### config.mk
export PLATFORM = sky130hd
export DESIGN_NAME = tsl_torque_speed_limiter
export DESIGN_NICKNAME = d
export VERILOG_FILES = /design/src/rtl/tsl_pkg.sv /design/src/rtl/tsl_lim_if.sv /design/src/rtl/tsl_limit_calc.sv /design/src/rtl/tsl_torque_speed_limiter.sv
export SDC_FILE = /design/constraint.sdc
export NUM_CORES = 1
export LEC_CHECK = 0
export BUFFER_PORTS_ARGS = -buffer_cell sky130_fd_sc_hd__clkbuf_2
export CAP_MARGIN = 40
export CORE_UTILIZATION = 50
export DETAILED_ROUTE_END_ITERATION = 8
export PLACE_DENSITY = 0.83
export SLEW_MARGIN = 20
export SYNTH_ARGS = -nofsm -noshare
export SYNTH_HDL_FRONTEND = slang
export SYNTH_SLANG_ARGS = --single-unit
### constraint.sdc
create_clock -name clk -period 12.5 [get_ports clk]
set_input_delay 1.875 -clock clk [delete_from_list [all_inputs] [get_ports clk]]
set_output_delay 1.875 -clock clk [all_outputs]
set_load 0.01 [all_outputs]
### src/rtl/tsl_pkg.sv
/*
 * Shared types and constants of the torque and speed limiter.
 * Assumes torque figures in 0.1 % of rated torque and speed figures in
 * 0.01 r/min (or the command unit per second when that unit is chosen).
 */
package tsl_pkg;

    localparam int TRQ_W = 16;
    localparam int SPD_W = 32;

    // Unsigned torque setting, 16'h03e8 is rated torque or continuous thrust
    typedef logic [TRQ_W-1:0] tsl_trq_t;
    typedef logic signed [TRQ_W-1:0] tsl_strq_t;
    typedef logic [SPD_W-1:0] tsl_spd_t;
    typedef logic signed [SPD_W-1:0] tsl_sspd_t;

    typedef enum logic [1:0]
    {
        TSL_MODE_POS = 2'b00,
        TSL_MODE_VEL = 2'b01,
        TSL_MODE_TRQ = 2'b10,
        TSL_MODE_HOME = 2'b11
    } tsl_mode_e;

    localparam tsl_trq_t TRQ_ZERO = 16'h0000;
    localparam tsl_spd_t SPD_LIMIT_RST = 32'h000493e0;
    localparam tsl_spd_t SPD_EXT_RST = 32'h7fffffff;

    localparam int STS_TRQ_LIM_BIT = 13;
    localparam int STS_SPD_LIM_BIT = 4;
    localparam logic [15:0] STS_CLEAR = 16'h0000;

    localparam logic SEL_ENABLED = 1'b1;
    localparam logic REFLECT_ON = 1'b0;
    localparam logic DIR_REVERSED = 1'b1;
    localparam logic UNIT_CMD = 1'b1;

endpackage

### src/rtl/tsl_lim_if.sv
/*
 * Effective limits handed from the limit calculation to the limiter core.
 * Assumes both ends run on the one clock of the limiter.
 */
`timescale 1ns/1ps
interface tsl_lim_if;
    import tsl_pkg::*;
    tsl_trq_t fwd_lim;
    tsl_trq_t rev_lim;
    tsl_spd_t spd_lim;
    logic all_zero;

    modport calc
    (
        output fwd_lim,
        output rev_lim,
        output spd_lim,
        output all_zero
    );
    modport apply
    (
        input fwd_lim,
        input rev_lim,
        input spd_lim,
        input all_zero
    );
endinterface

### src/rtl/tsl_limit_calc.sv
/*
 * Source selection and minimum of the torque limits, and speed limit
 * storage and selection. Registered results go out through tsl_lim_if.
 * Assumes the motor maximum torque input never exceeds 16'h7fff.
 */
`timescale 1ns/1ps
module tsl_limit_calc
    import tsl_pkg::*;
(
    input wire logic clk,
    input wire logic rst,
    input wire tsl_trq_t fwd_torque_limit_setting,
    input wire tsl_trq_t rev_torque_limit_setting,
    input wire tsl_trq_t max_torque_limit1_setting,
    input wire tsl_trq_t fwd_net_value,
    input wire tsl_trq_t rev_net_value,
    input wire tsl_trq_t max_limit1_net_value,
    input wire logic fwd_net_map,
    input wire logic rev_net_map,
    input wire logic max_limit1_net_map,
    input wire tsl_trq_t max_torque_obj,
    input wire tsl_trq_t motor_max_torque,
    input wire logic max_torque_limit1_select,
    input wire logic torque_polarity_reflect,
    input wire logic travel_direction_select,
    input wire logic speed_limit_wr,
    input wire logic speed_limit_ext_wr,
    input wire tsl_spd_t speed_wr_data,
    input wire logic speed_unit_select,
    input wire logic vel_net_map,
    input wire tsl_spd_t vel_net_value,
    tsl_lim_if.calc lim
);

    function automatic tsl_trq_t min2(input tsl_trq_t a, input tsl_trq_t b);
        return (a < b) ? a : b;
    endfunction

    tsl_trq_t pos_obj, neg_obj, fwd_sel, rev_sel, ml1_sel, max_cap;
    tsl_spd_t speed_cap_r, speed_cap_extended_r, spd_sel;
    logic swap;

    always_comb
    begin
        pos_obj = fwd_net_map ? fwd_net_value : fwd_torque_limit_setting; // RULE_09
        neg_obj = rev_net_map ? rev_net_value : rev_torque_limit_setting; // RULE_09
        ml1_sel = max_limit1_net_map ? max_limit1_net_value : max_torque_limit1_setting;
        swap = (torque_polarity_reflect == REFLECT_ON) &&
               (travel_direction_select == DIR_REVERSED); // RULE_08
        fwd_sel = swap ? neg_obj : pos_obj; // RULE_08
        rev_sel = swap ? pos_obj : neg_obj; // RULE_08
        if (max_torque_limit1_select == SEL_ENABLED) // RULE_02
            max_cap = min2(min2(ml1_sel, max_torque_obj), motor_max_torque); // RULE_03
        else
            max_cap = motor_max_torque; // RULE_02
        spd_sel = vel_net_map ? vel_net_value : // RULE_16
                  (speed_unit_select == UNIT_CMD) ? speed_cap_extended_r : speed_cap_r; // RULE_14
    end

    always_ff @(posedge clk)
    begin
        if (rst)
            speed_cap_r <= SPD_LIMIT_RST; // RULE_13
        else if (speed_limit_wr)
            speed_cap_r <= speed_wr_data;
    end

    always_ff @(posedge clk)
    begin
        if (rst)
            speed_cap_extended_r <= SPD_EXT_RST; // RULE_14
        else if (speed_limit_ext_wr)
            speed_cap_extended_r <= speed_wr_data;
    end

    // Zero torque limits are the safe value until the first sample after reset; the speed limit resets to SPD_LIMIT_RST
    always_ff @(posedge clk)
    begin
        if (rst)
        begin
            lim.fwd_lim <= TRQ_ZERO;
            lim.rev_lim <= TRQ_ZERO;
            lim.spd_lim <= SPD_LIMIT_RST;
            lim.all_zero <= 1'b1;
        end
        else
        begin
            lim.fwd_lim <= min2(fwd_sel, max_cap); // RULE_17
            lim.rev_lim <= min2(rev_sel, max_cap); // RULE_17
            lim.spd_lim <= spd_sel;
            lim.all_zero <= (fwd_sel == TRQ_ZERO) && (rev_sel == TRQ_ZERO) &&
                            (ml1_sel == TRQ_ZERO); // RULE_04
        end
    end
endmodule

### src/rtl/tsl_torque_speed_limiter.sv
/*
 * Torque and speed limiter core: clamps the torque command to the
 * direction limits, cuts it at the speed limit in torque mode, and
 * reports the limiting-torque and limiting-speed flags.
 * Assumes all inputs are synchronous to clk and held once per control cycle.
 */
//
// Behaviour
// RULE_01: Torque is always capped by the forward and reverse torque limits.
// RULE_02: Selection 1 adds the limit-1 setting and max-torque object as cap, else motor max.
// RULE_03: No effective limit may exceed the motor's maximum torque.
// RULE_04: Forward, reverse and limit-1 all zero means zero torque out.
// RULE_05: Torque settings are in 0.1 percent, 16'h03e8 being rated torque.
// RULE_06: Forward limit governs positive torque (CCW power running, CW regeneration).
// RULE_07: Reverse limit governs negative torque (CW power running, CCW regeneration).
// RULE_08: Reflection enabled with reversed travel swaps the two limit objects.
// RULE_09: A network-mapped limit value replaces the tool-written setting.
// RULE_10: Limiting-torque output and status word 1 bit 13 show torque at a limit.
// RULE_11: The speed limit acts only in torque mode.
// RULE_12: Speed is limited only in the direction of the torque command.
// RULE_13: The speed limit comes from its setting, resetting to 3000.00.
// RULE_14: Command-unit speeds use the extended setting, resetting to 2147483647.
// RULE_15: Limiting-speed output and status word 2 bit 4 show speed at the limit.
// RULE_16: A cyclically mapped velocity limit replaces the tool-written one.
// RULE_17: Each direction's limit is the least of its applicable limits.
`timescale 1ns/1ps
module tsl_torque_speed_limiter
    import tsl_pkg::*;
(
    input wire logic clk,
    input wire logic rst,
    input wire tsl_strq_t torque_cmd_in,
    input wire tsl_strq_t motor_torque,
    input wire tsl_sspd_t motor_speed,
    input wire tsl_mode_e control_mode,
    input wire tsl_trq_t fwd_torque_limit_setting,
    input wire tsl_trq_t rev_torque_limit_setting,
    input wire tsl_trq_t max_torque_limit1_setting,
    input wire tsl_trq_t fwd_net_value,
    input wire tsl_trq_t rev_net_value,
    input wire tsl_trq_t max_limit1_net_value,
    input wire logic fwd_net_map,
    input wire logic rev_net_map,
    input wire logic max_limit1_net_map,
    input wire tsl_trq_t max_torque_obj,
    input wire tsl_trq_t motor_max_torque,
    input wire logic max_torque_limit1_select,
    input wire logic torque_polarity_reflect,
    input wire logic travel_direction_select,
    input wire logic speed_limit_wr,
    input wire logic speed_limit_ext_wr,
    input wire tsl_spd_t speed_wr_data,
    input wire logic speed_unit_select,
    input wire logic vel_net_map,
    input wire tsl_spd_t vel_net_value,
    output tsl_strq_t torque_cmd_out,
    output logic limiting_torque_out,
    output logic limiting_speed_out,
    output logic [15:0] status_do1,
    output logic [15:0] status_do2
);

    tsl_lim_if lim();

    tsl_limit_calc u_calc
    (
        .clk(clk),
        .rst(rst),
        .fwd_torque_limit_setting(fwd_torque_limit_setting),
        .rev_torque_limit_setting(rev_torque_limit_setting),
        .max_torque_limit1_setting(max_torque_limit1_setting),
        .fwd_net_value(fwd_net_value),
        .rev_net_value(rev_net_value),
        .max_limit1_net_value(max_limit1_net_value),
        .fwd_net_map(fwd_net_map),
        .rev_net_map(rev_net_map),
        .max_limit1_net_map(max_limit1_net_map),
        .max_torque_obj(max_torque_obj),
        .motor_max_torque(motor_max_torque),
        .max_torque_limit1_select(max_torque_limit1_select),
        .torque_polarity_reflect(torque_polarity_reflect),
        .travel_direction_select(travel_direction_select),
        .speed_limit_wr(speed_limit_wr),
        .speed_limit_ext_wr(speed_limit_ext_wr),
        .speed_wr_data(speed_wr_data),
        .speed_unit_select(speed_unit_select),
        .vel_net_map(vel_net_map),
        .vel_net_value(vel_net_value),
        .lim(lim.calc)
    );

    // One guard bit so that negating a limit and comparing signed never wraps
    logic signed [TRQ_W:0] cmd_x, fb_x, fwd_x, rev_x, neg_rev_x, cmd_clip;
    logic signed [SPD_W:0] spd_x, slim_x, neg_slim_x;
    tsl_strq_t fwd_q, rev_q, torque_cmd_nxt;
    logic fwd_hit, rev_hit, trq_hit, spd_fwd_hit, spd_rev_hit, spd_hit;
    logic in_trq_mode;

    assign cmd_x = {torque_cmd_in[TRQ_W-1], torque_cmd_in};
    assign fb_x = {motor_torque[TRQ_W-1], motor_torque};
    assign fwd_x = {1'b0, lim.fwd_lim}; // RULE_05
    assign rev_x = {1'b0, lim.rev_lim}; // RULE_05
    assign neg_rev_x = -rev_x;
    assign fwd_q = tsl_strq_t'(fwd_x[TRQ_W-1:0]);
    assign rev_q = tsl_strq_t'(neg_rev_x[TRQ_W-1:0]);

    assign spd_x = {motor_speed[SPD_W-1], motor_speed};
    assign slim_x = {1'b0, lim.spd_lim};
    assign neg_slim_x = -slim_x;

    // Torque clamp: positive torque against forward, negative against reverse
    always_comb
    begin
        if (cmd_x > fwd_x)
            cmd_clip = fwd_x; // RULE_06
        else if (cmd_x < neg_rev_x)
            cmd_clip = neg_rev_x; // RULE_07
        else
            cmd_clip = cmd_x; // RULE_01
    end

    // Motor torque at the active limit in either direction
    assign fwd_hit = fb_x >= fwd_x; // RULE_10
    assign rev_hit = fb_x <= neg_rev_x; // RULE_10
    assign trq_hit = fwd_hit || rev_hit; // RULE_10

    assign in_trq_mode = control_mode == TSL_MODE_TRQ; // RULE_11
    // Only the speed in the commanded direction is watched
    assign spd_fwd_hit = (cmd_x > 0) && (spd_x >= slim_x); // RULE_12
    assign spd_rev_hit = (cmd_x < 0) && (spd_x <= neg_slim_x); // RULE_12
    assign spd_hit = in_trq_mode && (spd_fwd_hit || spd_rev_hit); // RULE_11

    // Cutting torque at the speed limit is crude but needs no speed loop;
    // the motor coasts back under the limit and torque returns next cycle.
    always_comb
    begin
        if (lim.all_zero)
            torque_cmd_nxt = '0; // RULE_04
        else if (spd_hit)
            torque_cmd_nxt = '0; // RULE_15
        else
            torque_cmd_nxt = tsl_strq_t'(cmd_clip[TRQ_W-1:0]); // RULE_01
    end

    always_ff @(posedge clk)
    begin
        if (rst)
            torque_cmd_out <= '0;
        else
            torque_cmd_out <= torque_cmd_nxt; // RULE_01
    end

    always_ff @(posedge clk)
    begin
        if (rst)
        begin
            limiting_torque_out <= 1'b0;
            status_do1 <= STS_CLEAR;
        end
        else
        begin
            limiting_torque_out <= trq_hit; // RULE_10
            status_do1 <= STS_CLEAR;
            status_do1[STS_TRQ_LIM_BIT] <= trq_hit; // RULE_10
        end
    end

    always_ff @(posedge clk)
    begin
        if (rst)
        begin
            limiting_speed_out <= 1'b0;
            status_do2 <= STS_CLEAR;
        end
        else
        begin
            limiting_speed_out <= spd_hit; // RULE_15
            status_do2 <= STS_CLEAR;
            status_do2[STS_SPD_LIM_BIT] <= spd_hit; // RULE_15
        end
    end
endmodule

## After elaboration in Yosys (flattened, before gate mapping)

Cells that the tools add are included.

- $add $sub $neg: 2
- Magnitude comparators: 12
- Equality and inequality tests: 1
- Muxes and demuxes: 14
- Bitwise logic cells: 1
- Reduce and logical (&&, ||, !) cells: 12

Operators by type and width:

| cell | number |
|---|---|
| 2-to-1 mux 16 bit | 12 |
| less-than comparator 16 bit | 4 |
| 2-to-1 mux 32 bit | 2 |
| zero test 16 bit | 3 |
| greater-or-equal comparator 32 x 33 -> 1 bit | 1 |
| less-or-equal comparator 32 x 33 -> 1 bit | 1 |
| negator 32 -> 33 bit | 1 |
| greater-or-equal comparator 16 x 17 -> 1 bit | 1 |
| > comparator 16 x 17 -> 1 bit | 1 |
| less-or-equal comparator 16 x 17 -> 1 bit | 1 |
| less-than comparator 16 x 17 -> 1 bit | 1 |
| negator 16 -> 17 bit | 1 |
| > comparator 16 x 1 -> 1 bit (second input constant) | 1 |
| less-than comparator 16 x 1 -> 1 bit (second input constant) | 1 |
| logical AND 1 bit | 6 |
| OR reduction 3 bit | 1 |
| == test 2 bit (second input constant) | 1 |
| logical OR 1 bit | 2 |
| inverter 1 bit | 1 |

- Register bits after elaboration: 177
- Input port bits: 270
- Output and inout bits: 50
- Logic and storage cells: 53

## Depth between registers and ports, before layout

- Word-level depth: 8
- Depth in mapped cells: 37

## By module

A second synthesis with hierarchy kept.

- Cell total of the unflattened synthesis: 1562
- Area total of the unflattened synthesis: 12864.8 sq um

Modules (own cells, without submodules):

| module | instances | cells an instance | area an instance (sq um) |
|---|---|---|---|
| tsl_limit_calc | 1 | 917 | 7911.3 |
| tsl_torque_speed_limiter | 1 | 645 | 4953.5 |

## Worst setup path before layout

No wires, ideal clock.

- Path kind: in2reg
- Start point: in max_limit1_net_map
- End point: reg u_calc.lim.rev_lim[10]
- Arrival time: 8.714 ns
- Data required time: 12.372 ns
- Slack: 3.659 ns
- Cell stages on the path: 35
- Buffers on the path: 8
- Cell sequence: buf_6 -> clkbuf_1 -> mux2_2 -> ha_1 -> and4_1 -> a221oi_2 -> and2_4 -> buf_2 -> buf_1 -> nand2_1 -> o21ai_0 -> ha_1 -> a21o_1 -> a221o_1 -> a22oi_1 -> and3_1 -> o21a_2 -> buf_6 -> clkbuf_1 -> nand2_1 -> o21ai_0 -> inv_1 -> ha_1 -> a21o_1 -> a21o_1 -> a21o_1 -> a21o_1 -> a21o_1 -> a21o_1 -> a221oi_1 -> o311a_1 -> buf_6 -> buf_6 -> mux2i_1 -> nor2_1

- Word-level cells in the longest chain between the ends: 8

RTL lines:

| element | line | RTL |
|---|---|---|
| from (decl) | tsl_torque_speed_limiter.sv:44 | `input wire logic max_limit1_net_map,` |
| 2-to-1 mux 16 bit (*) | tsl_limit_calc.sv:47 | `ml1_sel = max_limit1_net_map ? max_limit1_net_value : max_torque_limit1_setting;` |
| less-than comparator 16 bit | tsl_limit_calc.sv:36 | `return (a < b) ? a : b;` |
| 2-to-1 mux 16 bit (*) | tsl_limit_calc.sv:36 |  |
| less-than comparator 16 bit | tsl_limit_calc.sv:36 |  |
| 2-to-1 mux 16 bit (*) | tsl_limit_calc.sv:36 |  |
| 2-to-1 mux 16 bit (*) | tsl_limit_calc.sv:52 | `if (max_torque_limit1_select == SEL_ENABLED)` |
| less-than comparator 16 bit | tsl_limit_calc.sv:36 |  |
| 2-to-1 mux 16 bit (*) | tsl_limit_calc.sv:36 |  |
| to (signal assigned) | tsl_limit_calc.sv:89 | `lim.rev_lim <= min2(rev_sel, max_cap);` |
| to (decl) | tsl_lim_if.sv:16 | `output rev_lim,` |

Every way passes the cells marked *; elsewhere a longest branch is shown, timed or not.
A chain may end at the register's enable or synchronous reset.

## Final worst setup path

- Start point: in max_limit1_net_map
- End point: reg u_calc.lim.rev_lim[0]

The elaborated chain is that of the path after synthesis.

==> qor.yml <==
synth:
  synth-edff-count: 0
  ys_ff_latch: 147
  ys_warn_count: 0
  yosysSeqAreaShare_pct: 23.0
  avgSynthCellArea_sq_um: 8.25
  ys_async_sr_fraction_pct: 0
  synth.distinct_cells: 70
  synthCells: 1550
  syn-cell-area_sq_um: 12800
  synthFlopType: "dfxtp_1"
cts:
  cts_hold_buf: 0
  path_clk_slew_ns: 0.07
  postCtsSetupBuffers: 0
  root_buffer: "clkbuf_16"
  cts-buffers-inserted: 17
  cts.path.max_buffers: 2
  post_cts_resized: 0
  clk_latency_ns: 0.43
  htreeDepth: 4
  cts_sinks: 147
  cts_tree: "yes"
min_path:
  hp-class: "flip-flop to flip-flop"
drt:
  drtPass1Iterations: 5
  ant_nets: 0
  vias_per_cell: 5.61
  drt_iter0_drc: 758
  wirelength_mm: 38.0
  drc: 0
  wl_per_cell_microns: 17.7
  dr_total_vias: 12100
global_route:
  grt_max_degree: 51
  grt_usage_pct: 28.7
  antenna_found_initial: 3
  grt.overflow.total: 0
  grt_pass1_wl_mm: 59.7
  grt_pass1_vias: 11800
power_and_ir_drop:
  power_density_nw_per_um2: 119
  peakVddDrop_uv: 120
  p_leak_nw: 7.69
cells_and_area:
  nFillCells: 2324
  nets: 2268
  drive_above_1_share_pct: 21.7
  mostFrequentLayoutCells: "288 x clkbuf_2, 190 x ha_1, 176 x nor2_1"
  syn_to_final_growth_pct: 17.8
  finish.utilization_pct: 60.0
  mostFrequentLayoutCell: "clkbuf_2"
timing:
  setup_ws_ns: 3.56
  max_freq_mhz: 112
  fin_setup_tns_ns: 0
  finalMaxSlewViolations: 0
  rsz0062_at_grt: "false"
  hold_viol_final: 0
  fin_crit_ns: 8.94
  fin_skew_ns: 0.0191
  maxSlewHeadroom_pct: 45.9
  min_period_over_period_pct: 71.5
  setup-violations-final: 0
  worst_pin_slew_ns: 0.812
die:
  start_util_pct: 50.9
  core_sq_um: 25100
  row_count: 58
  io_pins: 320
  die_w_microns: 162
  die_area_sq_um: 26200
  die_h_microns: 162
setup_path:
  path_buf_inv: 3
  worstSetupPathDepth: 28
  critPathMostFrequentCell: "a21o_1"
  reg2reg_to: "torque_cmd_out[0]$_SDFF_PP0_"
  crit_family: "compound AO/OA/AOI/OAI gates"
  cp.arrival_ns: 9.25
  crit_type: "input port to flip-flop"
  critPathLaunchType: "input port"
  r2r-start: "u_calc.lim.spd_lim[2]$_SDFF_PP0_"
  cp-startpoint: "max_limit1_net_map"
  r2r_cells: 16
  required_ns: 12.81
  cp-endpoint: "u_calc.lim.rev_lim[0]$_SDFF_PP0_"
  cp_slowest_cell: "a221oi_2"
  r2r_slack_ns: 7.13
  cp-end-kind: "flip-flop"
  crit_path_max_fanout: 30
  slowest_delay_ns: 0.60
placed_design:
  place_congestion: 0.965
  io_buffers: 289
  place_hpwl_mm: 31.5
  dp_slack_ns: 3.17
status:
  outcome: "completed"
job:
  drv_cap: 0
[flip-flops by register name, summed over array words and instances, names as in the netlist]
signal	flops
u_calc.lim.spd_lim	32
status_do2	1
u_calc.speed_cap_extended_r	32
u_calc.lim.all_zero	1
status_do1	1
u_calc.lim.rev_lim	16
torque_cmd_out	16
u_calc.speed_cap_r	32
u_calc.lim.fwd_lim	16
[per-stage QoR]
stage / power (mW) / cell area [sq um] / hold slack (ns) / std cells
2_1_floorplan: 1.06 / 12900 / 0.436 / 1579
3_3_place_gp: 1.24 / 14300 / 0.448 / 2110
3_5_place_dp: 1.27 / 14400 / 0.457 / 2119
4_1_cts: 1.79 / 15100 / 0.476 / 2151
5_1_grt: 1.90 / 15100 / 0.497 / 2152
6_report: 1.79 / 15100 / 0.475 / 2154
[worst min-delay path by stage]
stage	start	to	slack [ns]	depth (start not counted)
after CTS	u_calc.speed_cap_extended_r[26]$_SDFFE_PP1P_	u_calc.speed_cap_extended_r[26]$_SDFFE_PP1P_	0.48	2
after global routing	u_calc.speed_cap_r[8]$_SDFFE_PP1P_	u_calc.speed_cap_r[8]$_SDFFE_PP1P_	0.50	2
after floorplan	u_calc.speed_cap_extended_r[12]$_SDFFE_PP1P_	u_calc.speed_cap_extended_r[12]$_SDFFE_PP1P_	0.44	2
after global placement	u_calc.speed_cap_extended_r[5]$_SDFFE_PP1P_	u_calc.speed_cap_extended_r[5]$_SDFFE_PP1P_	0.45	2
after detailed placement	u_calc.speed_cap_extended_r[9]$_SDFFE_PP1P_	u_calc.speed_cap_extended_r[9]$_SDFFE_PP1P_	0.46	2
final	u_calc.speed_cap_extended_r[27]$_SDFFE_PP1P_	u_calc.speed_cap_extended_r[27]$_SDFFE_PP1P_	0.47	2
[worst reg2reg max path, cell delays in order, from the launching register on]
cell and delay (ns):
dfxtp_1 0.35, nor4_1 0.47, nand2_1 0.30, nor3_1 0.43, nand2_1 0.20, nor4_1 0.40, nand2_1 0.16, nor4_1 0.26
xnor2_1 0.11, ha_1 0.31, nand4_1 0.13, nor4_1 0.42, o21ai_0 0.15, a311o_1 0.30, a32oi_1 0.25, nand3_1 0.53
a211oi_1 0.47
[metal layers]
layer	share of wire, %	global-route usage [%]	vias up
met4	2.5	9.48	2
li1	-	-	5968
met3	5.9	4.42	71
met2	47	47.8	463
met5	0.029	0	-
met1	45	37.7	5573
[where the power goes]
part / leakage (nW) / internal, mW / total, mW / switching [mW]
clock: 0.289 / 0.271 / 0.515 / 0.245
combinational: 6.18 / 0.309 / 0.725 / 0.416
sequential: 1.22 / 0.516 / 0.553 / 0.0363
total: 7.69 / 1.10 / 1.79 / 0.697
[cell type report]
class / instances / area [sq um] / share of cell area [%]
multi-input cells: 1214 / 8990 / 59.7
flip-flops and latches: 147 / 2940 / 19.5
repair buffers: 301 / 1620 / 10.8
inverters: 127 / 477 / 3.17
clock buffers: 17 / 425 / 2.83
well taps: 330 / 413 / 2.74
clock inverters: 15 / 184 / 1.22
diodes: 3 / 7.51 / 0.0499
[Yosys cell counts, types with 4 or more instances]
cell	n	share of area, %
a211oi_1	12	0.70
a211oi_2	11	1.1
a21o_1	37	2.2
a21oi_1	93	3.6
a221o_1	4	0.31
a221oi_1	4	0.27
and2_1	6	0.29
and4_1	6	0.41
buf_1	20	0.59
buf_4	33	1.9
buf_6	4	0.35
clkbuf_1	32	0.94
dfxtp_1	147	23
ha_1	190	19
inv_1	127	3.7
mux2_2	35	3.1
mux2i_1	163	13
nand2_1	121	3.6
nand2b_1	12	0.59
nand3_1	17	0.67
nand4_1	36	1.8
nor2_1	176	5.2
nor2b_1	16	0.78
nor3_1	34	1.3
nor4_1	28	1.4
o211ai_1	4	0.23
o21a_1	19	1.1
o21ai_0	54	2.1
or3_1	6	0.29
xnor2_1	31	2.1
xor2_1	10	0.69
[logic make-up after synthesis]
family / count (synthesis) / share of synthesized area [%]
buffers and inverters: 218 / 7.63
adder cells (fa/ha/maj): 190 / 18.6
XOR/XNOR: 41 / 2.81
flip-flops: 147 / 23.0
AO/OA/AOI/OAI: 277 / 14.5
multiplexers: 203 / 16.3
other: 1 / 0.0293
AND/OR/NAND/NOR: 473 / 17.1
Note: power is estimated with default switching activity, not from simulation.
